$ cat src/hdl/timer2_pkg.sv
package timer2_pkg;

  // Register byte offsets on the slave bus
  localparam logic [4:0] OFF_CONTROL     = 5'h00;
  localparam logic [4:0] OFF_MODE        = 5'h04;
  localparam logic [4:0] OFF_MODE_EXT    = 5'h08;
  localparam logic [4:0] OFF_HIGH_COUNT  = 5'h0C;
  localparam logic [4:0] OFF_LOW_COUNT   = 5'h10;
  localparam logic [4:0] OFF_HIGH_RELOAD = 5'h14;
  localparam logic [4:0] OFF_LOW_RELOAD  = 5'h18;

  // Control register bit positions
  localparam int CON_OVF   = 7;
  localparam int CON_EXT   = 6;
  localparam int CON_VIEW5 = 5;
  localparam int CON_VIEW4 = 4;
  localparam int CON_FALL  = 3;
  localparam int CON_RUNH  = 2;
  localparam int CON_PIN   = 1;
  localparam int CON_CAPRL = 0;

  // Mode register bit positions
  localparam int MOD_SPLIT = 7;
  localparam int MOD_LFAST = 6;
  localparam int MOD_HFAST = 4;
  localparam int MOD_RUNL  = 3;
  localparam int MOD_OE    = 1;
  localparam int MOD_MS0   = 0;

  // Extended mode register bit positions
  localparam int MX_BLOCK = 6;
  localparam int MX_VIEW  = 5;
  localparam int MX_MS1   = 3;

  // Mode codes {ms1, capture_reload_select, ms0}
  localparam logic [2:0] MODE_AR_EXT  = 3'h0;
  localparam logic [2:0] MODE_AR_TRIG = 3'h1;
  localparam logic [2:0] MODE_CAPTURE = 3'h2;
  localparam logic [2:0] MODE_CAP_ZER = 3'h3;
  localparam logic [2:0] MODE_PWM     = 3'h4;

  // Counter limits and reset values
  localparam logic [7:0]  MAX8      = 8'hFF;
  localparam logic [15:0] MAX16     = 16'hFFFF;
  localparam logic [7:0]  ZERO8     = 8'h00;
  localparam logic [7:0]  ONE8      = 8'h01;
  localparam logic [15:0] ONE16     = 16'h0001;
  localparam logic [31:0] RD_UNMAP  = 32'h0000_0000;
  localparam int          SYNC_LEN  = 3;

endpackage

$ cat src/hdl/timer2_split_brg_clockout.sv
`timescale 1ns/1ns

// Function
// - Split mode 1: two 8-bit auto-reload timers
// - Split mode 2: two 8-bit capture timers
// - Split mode 3: capture also zeroes high_count
// - PWM: high pair sets period, low_count compares
// - PWM overflow sets flag, loads low_reload duty
// - PWM reaches clock_out_pin only when enabled
// - tx_clock_select picks Timer 1 or 2
// - rx_clock_select picks receive source independently
// - BRG rollover reloads 16-bit counter from reloads
// - BRG rollover sets overflow_flag, block gates request
// - BRG trigger falling edge sets flag, no reload
// - BRG counts at half clock or pin
// - Split BRG: low pair rate, low flag
// - Clock-out when capture_reload_select 0, enable 1
// - Clock-out counter reloads, toggles per overflow
// - 16-bit clock-out rollovers set overflow_flag, blockable
// - Split clock-out toggles on low_count overflow
// - Low flag interrupts only with its enable
// - overflow_irq_block masks overflow_flag request
// - Mode code 1 0 0 is PWM when split
// - Split: run_high high half, run_low low half
// - flag_view_select remaps control bits five, four
module timer2_split_brg_clockout (
  // Clock and reset
  input  wire logic        clk,
  input  wire logic        sys_rst,
  // Avalon-MM slave
  input  wire logic [4:0]  avs_address,
  input  wire logic        avs_read,
  input  wire logic        avs_write,
  input  wire logic [31:0] avs_writedata,
  output logic      [31:0] avs_readdata,
  output logic             avs_waitrequest,
  // Pins
  input  wire logic        count_input_pin,
  input  wire logic        trigger_input,
  output logic             clock_out_pin,
  // Serial port and interrupt request
  input  wire logic        timer1_overflow,
  output logic             tx_baud_tick,
  output logic             rx_baud_tick,
  output logic             irq_request
);

  typedef struct packed {
    logic [7:0]  high_count;
    logic [7:0]  low_count;
    logic [7:0]  high_reload;
    logic [7:0]  low_reload;
    logic        overflow_flag;
    logic        external_flag;
    logic        low_overflow_flag;
    logic        low_overflow_irq_enable;
    logic        rx_clock_select;
    logic        tx_clock_select;
    logic        falling_trigger_enable;
    logic        run_high;
    logic        pin_source;
    logic        capture_reload_select;
    logic        split_enable;
    logic        low_fast;
    logic        high_fast;
    logic        run_low;
    logic        clock_out_enable;
    logic        mode_bit0;
    logic        mode_bit2;
    logic        overflow_irq_block;
    logic        flag_view_select;
    logic        half_div;
    logic [2:0]  cnt_sync;
    logic [2:0]  trg_sync;
    logic        cnt_level;
    logic        trg_level;
    logic        clk_level;
    logic        tx_tick;
    logic        rx_tick;
    logic        irq;
    logic        bus_wait;
    logic [31:0] rdata;
  } state_t;

  state_t st_q;
  state_t st_d;

  logic [2:0]  mode;
  logic        brg;
  logic        clkout;
  logic        pwm;
  logic        cnt_new;
  logic        trg_new;
  logic        pin_fall;
  logic        trg_ev;
  logic        hi_tick;
  logic        lo_tick;
  logic [15:0] cnt16;
  logic        ovf16;
  logic        hovf;
  logic        lovf;
  logic        t2_event;
  logic        wr;
  logic        take;

  // Address match, used by read mux and write decode
  function automatic logic hit(input logic [4:0] a, input logic [4:0] off);
    hit = (a == off);
  endfunction

  // Read mux; flag_view_select remaps bits five and four
  function automatic logic [31:0] read_reg(input state_t s, input logic [4:0] a);
    logic [31:0] r;
    r = timer2_pkg::RD_UNMAP;
    if (hit(a, timer2_pkg::OFF_CONTROL)) begin
      r[timer2_pkg::CON_OVF]   = s.overflow_flag;
      r[timer2_pkg::CON_EXT]   = s.external_flag;
      r[timer2_pkg::CON_VIEW5] = s.flag_view_select ? s.low_overflow_flag
                                                    : s.rx_clock_select;
      r[timer2_pkg::CON_VIEW4] = s.flag_view_select ? s.low_overflow_irq_enable
                                                    : s.tx_clock_select;
      r[timer2_pkg::CON_FALL]  = s.falling_trigger_enable;
      r[timer2_pkg::CON_RUNH]  = s.run_high;
      r[timer2_pkg::CON_PIN]   = s.pin_source;
      r[timer2_pkg::CON_CAPRL] = s.capture_reload_select;
    end else if (hit(a, timer2_pkg::OFF_MODE)) begin
      r[timer2_pkg::MOD_SPLIT] = s.split_enable;
      r[timer2_pkg::MOD_LFAST] = s.low_fast;
      r[timer2_pkg::MOD_HFAST] = s.high_fast;
      r[timer2_pkg::MOD_RUNL]  = s.run_low;
      r[timer2_pkg::MOD_OE]    = s.clock_out_enable;
      r[timer2_pkg::MOD_MS0]   = s.mode_bit0;
    end else if (hit(a, timer2_pkg::OFF_MODE_EXT)) begin
      r[timer2_pkg::MX_BLOCK]  = s.overflow_irq_block;
      r[timer2_pkg::MX_VIEW]   = s.flag_view_select;
      r[timer2_pkg::MX_MS1]    = s.mode_bit2;
    end else if (hit(a, timer2_pkg::OFF_HIGH_COUNT)) begin
      r[7:0] = s.high_count;
    end else if (hit(a, timer2_pkg::OFF_LOW_COUNT)) begin
      r[7:0] = s.low_count;
    end else if (hit(a, timer2_pkg::OFF_HIGH_RELOAD)) begin
      r[7:0] = s.high_reload;
    end else if (hit(a, timer2_pkg::OFF_LOW_RELOAD)) begin
      r[7:0] = s.low_reload;
    end
    read_reg = r;
  endfunction

  // Mode decode; unlisted codes ignore the trigger; 6 and 7 wrap as 16-bit timers, 5 reloads
  assign mode   = {st_q.mode_bit2, st_q.capture_reload_select, st_q.mode_bit0};
  assign pwm    = st_q.split_enable && (mode == timer2_pkg::MODE_PWM);
  assign brg    = !st_q.split_enable && (st_q.rx_clock_select || st_q.tx_clock_select);
  assign clkout = !st_q.capture_reload_select && st_q.clock_out_enable;

  // Filtered pin levels: a change counts once stages two and three agree
  assign cnt_new  = (st_q.cnt_sync[1] == st_q.cnt_sync[2]) ? st_q.cnt_sync[2] : st_q.cnt_level;
  assign trg_new  = (st_q.trg_sync[1] == st_q.trg_sync[2]) ? st_q.trg_sync[2] : st_q.trg_level;
  assign pin_fall = st_q.cnt_level && !cnt_new;
  assign trg_ev   = st_q.trg_level && !trg_new && st_q.falling_trigger_enable;

  // Count enables; the 16-bit BRG never uses the full-rate source
  assign hi_tick = st_q.run_high && (st_q.pin_source ? pin_fall
                   : (st_q.half_div || (st_q.high_fast && !brg)));
  assign lo_tick = st_q.split_enable && st_q.run_low
                   && (st_q.low_fast || st_q.half_div);

  // Overflow events
  assign cnt16    = {st_q.high_count, st_q.low_count};
  assign ovf16    = !st_q.split_enable && hi_tick && (cnt16 == timer2_pkg::MAX16);
  assign hovf     = st_q.split_enable && hi_tick && (st_q.high_count == timer2_pkg::MAX8);
  assign lovf     = !pwm && lo_tick && (st_q.low_count == timer2_pkg::MAX8);
  assign t2_event = st_q.split_enable ? lovf : ovf16;

  // Bus handshake: answer one cycle after the request is seen
  assign take = (avs_read || avs_write) && st_q.bus_wait;
  assign wr   = avs_write && !st_q.bus_wait;

  // Next-state logic
  always_comb begin
    st_d = st_q;
    st_d.half_div = !st_q.half_div;
    st_d.cnt_sync = {st_q.cnt_sync[1:0], count_input_pin};
    st_d.trg_sync = {st_q.trg_sync[1:0], trigger_input};
    st_d.cnt_level = cnt_new;
    st_d.trg_level = trg_new;

    if (!st_q.split_enable) begin
      // 16-bit: reload in BRG, clock-out and modes 0/1/4/5, wrap otherwise
      if (hi_tick) begin
        if (ovf16 && (brg || clkout || !mode[1])) begin
          {st_d.high_count, st_d.low_count} = {st_q.high_reload, st_q.low_reload};
        end else begin
          {st_d.high_count, st_d.low_count} = cnt16 + timer2_pkg::ONE16;
        end
      end
      // Trigger in BRG only flags; modes 1 to 3 reload or capture
      if (trg_ev && !brg) begin
        case (mode)
          timer2_pkg::MODE_AR_TRIG: begin
            {st_d.high_count, st_d.low_count} = {st_q.high_reload, st_q.low_reload};
          end
          timer2_pkg::MODE_CAPTURE: begin
            {st_d.high_reload, st_d.low_reload} = cnt16;
          end
          timer2_pkg::MODE_CAP_ZER: begin
            {st_d.high_reload, st_d.low_reload} = cnt16;
            {st_d.high_count, st_d.low_count} = {timer2_pkg::ZERO8, timer2_pkg::ZERO8};
          end
          default: ;
        endcase
      end
    end else begin
      // Split high half: reload except in the capture modes
      if (hi_tick) begin
        if (hovf && !(mode == timer2_pkg::MODE_CAPTURE || mode == timer2_pkg::MODE_CAP_ZER)) begin
          st_d.high_count = st_q.high_reload;
        end else begin
          st_d.high_count = st_q.high_count + timer2_pkg::ONE8;
        end
      end
      // PWM: duty only moves at period boundary, glitch-free
      if (pwm && hovf) begin
        st_d.low_count = st_q.low_reload;
      end
      // Split low half: 8-bit rate generator
      if (lo_tick && !pwm) begin
        st_d.low_count = lovf ? st_q.low_reload
                              : st_q.low_count + timer2_pkg::ONE8;
      end
      if (trg_ev) begin
        case (mode)
          timer2_pkg::MODE_AR_TRIG: begin
            st_d.high_count = st_q.high_reload;
          end
          timer2_pkg::MODE_CAPTURE: begin
            st_d.high_reload = st_q.high_count;
            st_d.low_reload  = st_q.low_count;
          end
          timer2_pkg::MODE_CAP_ZER: begin
            st_d.high_reload = st_q.high_count;
            st_d.low_reload  = st_q.low_count;
            st_d.high_count  = timer2_pkg::ZERO8;
          end
          default: ;
        endcase
      end
    end

    // Clock output: low when disabled, PWM compare or toggle
    if (!clkout) begin
      st_d.clk_level = 1'b0;
    end else if (pwm) begin
      st_d.clk_level = (st_q.high_count < st_q.low_count);
    end else if (t2_event) begin
      st_d.clk_level = !st_q.clk_level;
    end

    // Baud sources chosen independently for each direction
    st_d.tx_tick = st_q.tx_clock_select ? t2_event : timer1_overflow;
    st_d.rx_tick = st_q.rx_clock_select ? t2_event : timer1_overflow;

    // Register writes; software data wins over counting
    if (wr && hit(avs_address, timer2_pkg::OFF_CONTROL)) begin
      st_d.overflow_flag          = avs_writedata[timer2_pkg::CON_OVF];
      st_d.external_flag          = avs_writedata[timer2_pkg::CON_EXT];
      if (st_q.flag_view_select) begin
        st_d.low_overflow_flag       = avs_writedata[timer2_pkg::CON_VIEW5];
        st_d.low_overflow_irq_enable = avs_writedata[timer2_pkg::CON_VIEW4];
      end else begin
        st_d.rx_clock_select = avs_writedata[timer2_pkg::CON_VIEW5];
        st_d.tx_clock_select = avs_writedata[timer2_pkg::CON_VIEW4];
      end
      st_d.falling_trigger_enable = avs_writedata[timer2_pkg::CON_FALL];
      st_d.run_high               = avs_writedata[timer2_pkg::CON_RUNH];
      st_d.pin_source             = avs_writedata[timer2_pkg::CON_PIN];
      st_d.capture_reload_select  = avs_writedata[timer2_pkg::CON_CAPRL];
    end
    if (wr && hit(avs_address, timer2_pkg::OFF_MODE)) begin
      st_d.split_enable     = avs_writedata[timer2_pkg::MOD_SPLIT];
      st_d.low_fast         = avs_writedata[timer2_pkg::MOD_LFAST];
      st_d.high_fast        = avs_writedata[timer2_pkg::MOD_HFAST];
      st_d.run_low          = avs_writedata[timer2_pkg::MOD_RUNL];
      st_d.clock_out_enable = avs_writedata[timer2_pkg::MOD_OE];
      st_d.mode_bit0        = avs_writedata[timer2_pkg::MOD_MS0];
    end
    if (wr && hit(avs_address, timer2_pkg::OFF_MODE_EXT)) begin
      st_d.overflow_irq_block = avs_writedata[timer2_pkg::MX_BLOCK];
      st_d.flag_view_select   = avs_writedata[timer2_pkg::MX_VIEW];
      st_d.mode_bit2          = avs_writedata[timer2_pkg::MX_MS1];
    end
    if (wr && hit(avs_address, timer2_pkg::OFF_HIGH_COUNT)) begin
      st_d.high_count = avs_writedata[7:0];
    end
    if (wr && hit(avs_address, timer2_pkg::OFF_LOW_COUNT)) begin
      st_d.low_count = avs_writedata[7:0];
    end
    if (wr && hit(avs_address, timer2_pkg::OFF_HIGH_RELOAD)) begin
      st_d.high_reload = avs_writedata[7:0];
    end
    if (wr && hit(avs_address, timer2_pkg::OFF_LOW_RELOAD)) begin
      st_d.low_reload = avs_writedata[7:0];
    end

    // Hardware sets win over a software clear in the same cycle
    if (ovf16 || hovf) begin
      st_d.overflow_flag = 1'b1;
    end
    if (trg_ev) begin
      st_d.external_flag = 1'b1;
    end
    if (lovf) begin
      st_d.low_overflow_flag = 1'b1;
    end

    // Shared interrupt request from the three flags
    st_d.irq = (st_q.overflow_flag && !st_q.overflow_irq_block)
               || st_q.external_flag
               || (st_q.low_overflow_flag && st_q.low_overflow_irq_enable);

    // Bus answer
    st_d.bus_wait = !take;
    if (take) begin
      st_d.rdata = read_reg(st_q, avs_address);
    end
  end

  // State register
  always_ff @(posedge clk or posedge sys_rst) begin
    if (sys_rst) begin
      st_q          <= '0;
      st_q.bus_wait <= 1'b1;
    end else begin
      st_q <= st_d;
    end
  end

  // Outputs straight from flip-flops
  assign avs_readdata    = st_q.rdata;
  assign avs_waitrequest = st_q.bus_wait;
  assign clock_out_pin   = st_q.clk_level;
  assign tx_baud_tick    = st_q.tx_tick;
  assign rx_baud_tick    = st_q.rx_tick;
  assign irq_request     = st_q.irq;
endmodule

$ cat config.mk
export PLATFORM = sky130hd
export DESIGN_NAME = timer2_split_brg_clockout
export DESIGN_NICKNAME = d
export VERILOG_FILES = /design/src/hdl/timer2_pkg.sv /design/src/hdl/timer2_split_brg_clockout.sv
export SDC_FILE = /design/constraint.sdc
export NUM_CORES = 1
export LEC_CHECK = 0
export BUFFER_PORTS_ARGS = -buffer_cell sky130_fd_sc_hd__buf_4
export CAP_MARGIN = 10
export CORE_MARGIN = 2
export CORE_UTILIZATION = 45
export CTS_CLUSTER_DIAMETER = 200
export CTS_CLUSTER_SIZE = 25
export DETAILED_ROUTE_END_ITERATION = 10
export GPL_TIMING_DRIVEN = 0
export PLACE_DENSITY = 0.66
export SETUP_SLACK_MARGIN = 0.2
export SKIP_LAST_GASP = 1
export SYNTH_ARGS = -nofsm -noshare
export SYNTH_HDL_FRONTEND = slang
export SYNTH_SLANG_ARGS = --single-unit
$ cat constraint.sdc
create_clock -name clk -period 5.4 [get_ports clk]
set_clock_uncertainty 0.15 [all_clocks]
set_input_delay 0.54 -clock clk [delete_from_list [all_inputs] [get_ports clk]]
set_output_delay 0.54 -clock clk [all_outputs]
set_load 0.01 [all_outputs]
==> results of run 1 <==
-- layer usage --
| metal | global-route usage (%) | vias up | wire length, µm |
|---|---|---|---|
| li1 | - | 2357 | - |
| met1 | 46.2 | 2557 | 8540 |
| met2 | 50.6 | 372 | 9220 |
| met3 | 7.83 | 71 | 2380 |
| met4 | 16.7 | 0 | 950 |
| met5 | 0 | - | 0 |
-- critical path, stage by stage (launching register included) --
cell and delay [ns]:
dfrtp_1 0.48, o21bai_2 0.48, a221oi_2 0.20, nor2_1 0.55
clkbuf_1 0.52, o21ai_0 0.25, a211oi_1 0.28, nor3_1 0.09
-- through the flow --
stage               area (µm²)  cells  setup WS [ns]
global placement          5760    800           1.85
CTS                       6130    817           2.45
finish                    6130    817           2.29
floorplan                 5360    627           2.86
detailed placement        5790    801           2.47
global route              6130    817           2.27
-- kinds of logic (layout without fill, tap and decap cells) --
kind of cell / after synthesis / in the layout / share of synthesized area [%]
buf+inv: 85 / 132 / 8.80
mux: 37 / 37 / 7.55
other cells: 1 / 24 / 0.0711
xor+xnor: 9 / 9 / 1.50
compound gates: 189 / 189 / 24.7
simple gates: 199 / 199 / 20.2
flops: 73 / 73 / 34.7
fa+ha+maj: 11 / 11 / 2.52
-- final cells by class --
| class | count | area, µm² |
|---|---|---|
| Buffer | 64 | 385 |
| Clock buffer | 10 | 229 |
| Clock inverter | 6 | 115 |
| Fill cell | 1095 | 5290 |
| Inverter | 21 | 81.3 |
| Multi-Input combinational cell | 469 | 3070 |
| Sequential cell | 73 | 1830 |
| Tap cell | 143 | 179 |
| Timing Repair Buffer | 31 | 245 |
-- worst paths after layout --
| kind | start | cells after the start | slack (ns) | to |
|---|---|---|---|---|
| setup reg to reg | st_q[59]$_DFFE_PP0P_ | 7 | 2.29 | cnt16[15]$_DFF_PP0_ |
| hold / removal | sys_rst | 2 | 0.05 | avs_readdata[5]$_DFFE_PP0P_ |
| max in group asynchronous | sys_rst | 3 | 4.47 | st_q[38]$_DFF_PP0_ |
| hold reg to reg | st_d[40]$_DFF_PP0_ | 0 | 0.20 | st_d[41]$_DFF_PP0_ |
| setup / recovery | st_q[59]$_DFFE_PP0P_ | 7 | 2.29 | cnt16[15]$_DFF_PP0_ |
| min in group clk | count_input_pin | 1 | 0.15 | st_d[43]$_DFF_PP0_ |
-- cells in the final DEF, fill, tap and decap left out, drive strengths merged, types with 5 or more instances in the layout --
cell type   n
mux2       22
nor4        7
a211oi      7
o31ai       5
a31oi       8
nor2       51
nand3      26
conb       24
a21o       11
xnor2       8
and4        5
o211ai      8
nand2      42
a221oi     13
nand4      12
nor3       18
a21oi      59
nand2b      5
mux2i      15
inv        22
buf        77
ha          9
a222oi      9
clkbuf     28
dfrtp      72
o21ai      30
and3        8
-- report_power, final --
part | switching [µW] | internal, µW | total [µW]
registers | 170 | 651 | 821
logic | 502 | 311 | 813
clock network | 259 | 454 | 713
-- sequential cells by signal (all words and copies together), names as in the netlist --
signal,count
mode,3
irq_request,1
avs_readdata,8
cnt16,16
tx_baud_tick,1
st_q,37
clock_out_pin,1
avs_waitrequest,1
st_d,4
rx_baud_tick,1
==> flow_metrics.py, run 1 <==
metrics = {
    "synthesis": {
        "yosysTopAreaCellShare_pct": 34.2,
        "yosys_warnings": 0,
        "synth_seq_cells": 73,
        "ys_seq_area_share_pct": 34.7,
        "synth_common_cells": "dfrtp_1, a21oi_1, nor2_1, nand2_1, buf_4",
        "avgSynthCellArea_um2": 8.73,
        "synth_top_area_cell": "dfrtp_1",
        "synth_most_common_cell": "dfrtp_1",
        "syn_inst": 604,
        "ys_types": 78,
        "synth_edf_count": 0,
        "synthTopCellsByArea": "dfrtp_1, a21oi_1, mux2_2, buf_4, nor2_1",
        "synth_area_um2": 5270,
        "synthArstFlopShare_pct": 100,
        "synth-main-ff-cell": "dfrtp_1",
    },
    "critical_path": {
        "crit_fanout": 10,
        "worstPathRequired_ns": 5.48,
        "critPathArrivalTime_ns": 3.20,
        "worst_setup_path_start_kind": "flip-flop",
        "criticalPathCategory": "reg2reg",
        "critPathCaptureType": "flip-flop",
    },
    "cts": {
        "post_cts_buffers": 0,
        "clk_latency_ns": 0.35,
        "cts_tree": "done",
        "holdBufCountCts": 0,
        "htreeDepth": 3,
        "cts_sinks": 73,
        "clk_path_buf_depth": 2,
        "numCtsBuffers": 9,
        "cts_resized": 0,
        "clock-root-buffer": "clkbuf_16",
        "clkTransAtPathRegs_ns": 0.07,
    },
    "sta": {
        "period_share_pct": 57.7,
        "setup_tns_ns": 0,
        "finalMaxSlewViolations": 0,
        "fmax_mhz": 321,
        "period_needed_ns": 3.11,
        "tightest_slew_ns": 0.807,
        "whs_ns": 0.0538,
        "hold_violations": 0,
        "finalSetupViolations": 0,
        "slew_headroom_pct": 45.6,
        "rsz0062_at_grt": "false",
    },
    "grt": {
        "grt_usage_pct": 33.8,
        "antenna_found_initial": 0,
        "overflow": 0,
        "grt_pass1_wl_um": 31700,
        "grt_pass1_vias": 5182,
        "grt_max_degree": 44,
    },
    "finish": {
        "final_nets": 722,
        "area_growth_pct": 16.3,
        "fin_util_pct": 53.7,
        "n_antenna_cell": 0,
        "drive_gt1_share_pct": 19.7,
    },
    "route": {
        "vias": 5357,
        "via_per_inst": 6.56,
        "dr.pass1.iters": 8,
        "wl_per_cell_um": 25.8,
        "wl_um": 21100,
        "drc_errors": 0,
        "drt_iter0_drc": 672,
        "antenna_left": 0,
    },
    "placed_design": {
        "gp_congestion": 1.01,
        "io_buffers": 30,
        "dpl.hpwl_um": 15400,
    },
    "power_and_ir_drop": {
        "p_per_area_nw_per_um2": 383,
        "ir_drop_mv": 0.225,
        "p_leak_uw": 0.00273,
        "p_total_uw": 2350,
    },
    "run_status": {
        "status": "completed",
    },
    "floorplanning": {
        "row_count": 39,
        "fp.dieArea_um2": 12600,
        "ios": 81,
        "die_h_um": 112,
        "core_um2": 11400,
        "die_w_um": 112,
        "start_util_pct": 46.2,
    },
    "worst_hold_path": {
        "hold_class": "in2async",
    },
    "run": {
        "cap_violations": 0,
    },
}
No activity file was read; power rests on OpenSTA's default activity.
==> run 2, diff against run 1 <==
--- a/config.mk
+++ b/config.mk
@@ -13,7 +13,7 @@
 export CTS_CLUSTER_SIZE = 25
 export DETAILED_ROUTE_END_ITERATION = 10
 export GPL_TIMING_DRIVEN = 0
-export PLACE_DENSITY = 0.66
+export PLACE_DENSITY = 0.68
 export SETUP_SLACK_MARGIN = 0.2
 export SKIP_LAST_GASP = 1
 export SYNTH_ARGS = -nofsm -noshare
==> constraint.sdc (replaced) <==
create_clock -name clk -period 2.6 [get_ports clk]
set_clock_uncertainty 0.15 [all_clocks]
set_input_delay 0.26 -clock clk [delete_from_list [all_inputs] [get_ports clk]]
set_output_delay 0.26 -clock clk [all_outputs]
set_load 0.01 [all_outputs]
==> flow_metrics.py, run 2 (synthesis gave the netlist of run 1 again) <==
metrics = {
    "cts": {
        "clk_path_buf_depth": 2,
        "clkTransAtPathRegs_ns": 0.06,
        "clock-root-buffer": "clkbuf_16",
        "numCtsBuffers": 9,
        "htreeDepth": 3,
        "cts_sinks": 73,
        "cts_tree": "done",
        "clk_latency_ns": 0.35,
    },
    "floorplanning": {
        "start_util_pct": 46.2,
        "die_w_um": 112,
        "die_h_um": 112,
        "ios": 81,
        "core_um2": 11400,
        "row_count": 39,
        "fp.dieArea_um2": 12600,
    },
    "critical_path": {
        "critPathCaptureType": "flip-flop",
        "crit_fanout": 6,
        "ff2ff_path_depth": 8,
        "critPathArrivalTime_ns": 2.52,
        "r2r_setup_slack_ns": 0.18,
        "criticalPathCategory": "reg2reg",
        "r2r_start": "mode[1]$_DFFE_PP0P_",
        "worst_setup_path_start_kind": "flip-flop",
        "worstPathRequired_ns": 2.69,
        "r2r-end": "cnt16[6]$_DFFE_PP0P_",
    },
    "grt": {
        "grt_pass1_vias": 5236,
        "antenna_found_initial": 0,
        "overflow": 0,
        "grt_pass1_wl_um": 31600,
        "grt_max_degree": 43,
        "grt_usage_pct": 33.2,
    },
    "finish": {
        "final_common_cell": "buf_4",
        "top_register": "st_q",
        "n_antenna_cell": 0,
        "largest_reg_flops": 37,
        "stdcell_area_um2": 6620,
        "layout.cells.most_common_list": "buf_4, dfrtp_1, a21oi_1",
        "final_nets": 756,
        "nFillCells": 1045,
        "area_growth_pct": 25.5,
        "drive_gt1_share_pct": 29.4,
    },
    "route": {
        "drc_errors": 0,
        "via_per_inst": 6.44,
        "wl_per_cell_um": 24.7,
        "wl_um": 21000,
        "dr.pass1.iters": 9,
        "drt_iter0_drc": 570,
        "vias": 5482,
        "antenna_left": 0,
    },
    "worst_hold_path": {
        "hold_depth": 2,
        "hold_class": "in2reg",
        "min_from": "timer1_overflow",
        "whs_endpoint": "rx_baud_tick$_DFF_PP0_",
    },
    "run": {
        "cap_violations": 0,
    },
    "sta": {
        "fmax_mhz": 413,
        "whs_ns": 0.0123,
        "tightest_slew_ns": 0.662,
        "rsz0062_at_grt": "true",
        "setup_tns_ns": 0,
        "finalSetupViolations": 0,
        "slew_headroom_pct": 55.6,
        "period_share_pct": 93.2,
        "period_needed_ns": 2.42,
        "finalMaxSlewViolations": 0,
        "hold_violations": 0,
    },
    "placed_design": {
        "placed_cell_area_um2": 5790,
        "io_buffers": 30,
        "dpl.hpwl_um": 15100,
        "gp_congestion": 1.00,
    },
    "power_and_ir_drop": {
        "p_per_area_nw_per_um2": 760,
        "ir_drop_mv": 0.511,
        "p_total_uw": 5030,
        "p_leak_uw": 0.00293,
    },
    "run_status": {
        "status": "completed",
    },
}
-- run 2: area by class of cell --
class                      count  area, µm²  area share [%]
multi-input combinational    469       3260            49.3
buffer                        64        424            6.41
tap                          143        179            2.70
timing repair buffer          65        520            7.87
clock inverter                 5       62.6           0.945
sequential                    73       1840            27.8
inverter                      21       81.3            1.23
clock buffer                  11        253            3.82
-- run 2: worst max path at each step --
stage,startpoint,end,cells past startpoint
after floorplan,sys_rst,avs_readdata[0]$_DFFE_PP0P_,1
after global placement,sys_rst,cnt16[14]$_DFF_PP0_,2
after detailed placement,st_q[59]$_DFFE_PP0P_,cnt16[15]$_DFF_PP0_,7
after CTS,mode[1]$_DFFE_PP0P_,cnt16[6]$_DFFE_PP0P_,7
after global routing,mode[1]$_DFFE_PP0P_,cnt16[5]$_DFFE_PP0P_,9
final,mode[1]$_DFFE_PP0P_,cnt16[6]$_DFFE_PP0P_,8
-- run 2: through the flow --
stage | setup slack [ns] | util, % | std cells
global placement | -0.655 | 50.5 | 800
detailed placement | -0.263 | 50.7 | 801
floorplan | 0.338 | - | 627
finish | 0.177 | 58.0 | 851
CTS | 0.155 | 55.1 | 828
global route | 0.147 | 58.0 | 851
-- run 2: power by group --
group	internal, µW	switching [µW]
sequential	1360	370
clock	801	537
combinational	828	1140
-- run 2: what timing repair did --
| item | in CTS | in global routing |
|---|---|---|
| hold buffers | 3 | 0 |
| cloned | 0 | 0 |
| buffers inserted | 8 | 23 |
| resized for setup | 30 | 41 |
| pin swaps | 7 | 21 |
| endpoints found under the setup margin | 17 | 27 |
| endpoints found under the hold margin | 32 | 0 |
-- run 2: per-layer routing --
layer | vias up | track usage [%] | share of wire, %
met5 | - | 0 | 0
met4 | 0 | 13.5 | 3.5
met3 | 62 | 6.26 | 10
met2 | 362 | 50.7 | 45
met1 | 2632 | 46.6 | 41
li1 | 2426 | - | -
-- run 2: critical path, cell delays in order (launching register included) --
cell and delay, ns:
dfrtp_1 0.37, buf_6 0.12, nor3b_4 0.16, or4_4 0.60
a21o_4 0.24, o21ai_4 0.21, buf_12 0.16, a221oi_2 0.05
o31ai_1 0.26
==> run 3, diff against run 2 <==
--- a/config.mk
+++ b/config.mk
@@ -13,7 +13,7 @@
 export CTS_CLUSTER_SIZE = 25
 export DETAILED_ROUTE_END_ITERATION = 10
 export GPL_TIMING_DRIVEN = 0
-export PLACE_DENSITY = 0.68
+export PLACE_DENSITY = 0.66
 export SETUP_SLACK_MARGIN = 0.2
 export SKIP_LAST_GASP = 1
 export SYNTH_ARGS = -nofsm -noshare
==> constraint.sdc (replaced) <==
create_clock -name clk -period 2.65 [get_ports clk]
set_clock_uncertainty 0.15 [all_clocks]
set_input_delay 0.265 -clock clk [delete_from_list [all_inputs] [get_ports clk]]
set_output_delay 0.265 -clock clk [all_outputs]
set_load 0.01 [all_outputs]
==> flow_metrics.py, run 3 (synthesis gave the netlist of run 1 again) <==
metrics = {
    "run_status": {
        "status": "completed",
    },
    "sta": {
        "fin_ws_ns": 0.208,
        "whs_ns": 0.0143,
        "finalMaxSlewViolations": 0,
        "fmax_mhz": 410,
        "slew_headroom_pct": 57.1,
        "finalSetupViolations": 0,
        "tightest_slew_ns": 0.640,
        "period_share_pct": 92.1,
        "hold_violations": 0,
        "period_needed_ns": 2.44,
        "rsz0062_at_grt": "false",
        "setup_tns_ns": 0,
    },
    "critical_path": {
        "crit_slowest_cell": "dfrtp_1",
        "r2r_start": "cnt16[2]$_DFFE_PP0P_",
        "startpoint": "cnt16[2]$_DFFE_PP0P_",
        "crit_fanout": 8,
        "critPathCaptureType": "flip-flop",
        "cp_cell_sequence": "nand4_1, nor4_1, xnor2_1, a211oi_1, o31ai_1, a2bb2oi_1",
        "crit_cells": 6,
        "cp_num_buf_inv": 0,
        "worst_setup_path_start_kind": "flip-flop",
        "worstPathRequired_ns": 2.76,
        "r2r_setup_slack_ns": 0.21,
        "r2r-end": "cnt16[13]$_DFF_PP0_",
        "path_delay_family": "simple AND/OR/NAND/NOR gates",
        "ff2ff_path_depth": 6,
        "slowest_delay_ns": 0.57,
        "criticalPathCategory": "reg2reg",
        "critPathArrivalTime_ns": 2.55,
        "crit_end": "cnt16[13]$_DFF_PP0_",
    },
    "placed_design": {
        "io_buffers": 30,
        "place_ws_ns": -0.279,
        "dpl.hpwl_um": 15400,
        "gp_congestion": 1.01,
    },
    "grt": {
        "grt_pass1_wl_um": 32000,
        "grt_pass1_vias": 5214,
        "antenna_found_initial": 0,
        "grt_usage_pct": 34.2,
        "grt_max_degree": 44,
        "overflow": 0,
    },
    "floorplanning": {
        "ios": 81,
        "fp.dieArea_um2": 12600,
        "start_util_pct": 46.2,
        "row_count": 39,
        "die_w_um": 112,
        "die_h_um": 112,
        "core_um2": 11400,
    },
    "route": {
        "vias": 5517,
        "drc_errors": 0,
        "drt_iter0_drc": 679,
        "dr.pass1.iters": 7,
        "antenna_left": 0,
        "wl_per_cell_um": 25.5,
        "via_per_inst": 6.52,
        "wl_um": 21600,
    },
    "finish": {
        "n_antenna_cell": 0,
        "multi_input_area_um2": 3240,
        "largest_reg_flops": 37,
        "area_growth_pct": 24.9,
        "top_register": "st_q",
        "layout.cells.most_common_list": "buf_4, dfrtp_1, a21oi_1",
        "nFillCells": 1056,
        "final_common_cell": "buf_4",
        "drive_gt1_share_pct": 27.7,
        "ff_latch_area_um2": 1840,
        "final_nets": 751,
    },
    "power_and_ir_drop": {
        "ir_drop_mv": 0.460,
        "clockPowerShare_pct": 29.2,
        "p_seq_share_pct": 34.0,
        "p_per_area_nw_per_um2": 757,
        "power_switching_uw": 1980,
        "internal_power_uw": 3010,
        "p_leak_uw": 0.00294,
        "comb_power_share_pct": 36.8,
        "netSwitchingFraction_pct": 39.7,
    },
    "cts": {
        "numCtsBuffers": 9,
        "clkTransAtPathRegs_ns": 0.06,
        "clock-root-buffer": "clkbuf_16",
        "clk_path_buf_depth": 2,
        "clk_latency_ns": 0.35,
        "htreeDepth": 3,
        "cts_sinks": 73,
        "cts_tree": "done",
    },
    "run": {
        "cap_violations": 0,
    },
    "worst_hold_path": {
        "hold_class": "in2reg",
    },
}
[run 3: cell types whose count changed in the layout (fill, tap and decap cells not counted), sizes merged]
cell / delta
bufinv: +2
clkbuf: +1
clkinvlp: -1
buf: -7
[run 3: power groups by stage]
stage	Sequential (µW)	Combinational (µW)	Clock, µW
6_report	1700	1840	1450
5_1_grt	1710	1980	1510
4_1_cts	1660	1680	1460
3_5_place_dp	1670	1590	0
3_3_place_gp	1670	1580	0
2_1_floorplan	1520	1120	0
[run 3: layout make-up]
| class | count | area share [%] |
|---|---|---|
| Sequential cell | 73 | 27.9 |
| Inverter | 21 | 1.24 |
| Tap cell | 143 | 2.72 |
| Buffer | 64 | 6.40 |
| Multi-Input combinational cell | 469 | 49.2 |
| Clock buffer | 10 | 3.48 |
| Clock inverter | 6 | 1.75 |
| Timing Repair Buffer | 60 | 7.39 |
[run 3: what timing repair did]
action | in CTS | in global routing
gates cloned | 0 | 0
endpoints found under the setup margin | 27 | 27
hold endpoints to repair | 31 | 0
pin swaps | 7 | 11
buffers inserted | 6 | 20
gates resized for setup | 24 | 43
hold buffers | 3 | 0
[run 3: metrics by stage]
stage / total power, µW / util (%) / std cells / instance area [µm²]
2_1_floorplan: 2640 / - / 627 / 5360
4_1_cts: 4810 / 55.1 / 826 / 6290
6_report: 4990 / 57.7 / 846 / 6590
3_3_place_gp: 3250 / 50.5 / 800 / 5760
5_1_grt: 5200 / 57.7 / 846 / 6590
3_5_place_dp: 3270 / 50.7 / 801 / 5790
[run 3: how the worst min path moves through the flow]
stage                                  start  cells past startpoint  slack (ns)                          end
after floorplan                trigger_input                      0        0.15           st_d[40]$_DFF_PP0_
after global placement    st_d[43]$_DFF_PP0_                      0        0.19           st_d[44]$_DFF_PP0_
after detailed placement             sys_rst                      2        0.16  avs_readdata[3]$_DFFE_PP0P_
after CTS                    timer1_overflow                      2       0.008       rx_baud_tick$_DFF_PP0_
after global routing         timer1_overflow                      2        0.02       rx_baud_tick$_DFF_PP0_
final                        timer1_overflow                      2        0.01       tx_baud_tick$_DFF_PP0_
[run 3: layer usage]
metal	share of wire, %	global-route usage, %	vias up
met5	0	0	-
met4	4.4	15.9	0
met3	11	7.61	76
met2	45	51.6	399
met1	40	46.9	2620
li1	-	-	2422
[run 3: worst reg2reg max path, cell delays in order (launching register included)]
cell and delay, ns:
dfrtp_1 0.57, nand4_1 0.50, nor4_1 0.48, xnor2_1 0.10, a211oi_1 0.24, o31ai_1 0.10, a2bb2oi_1 0.21
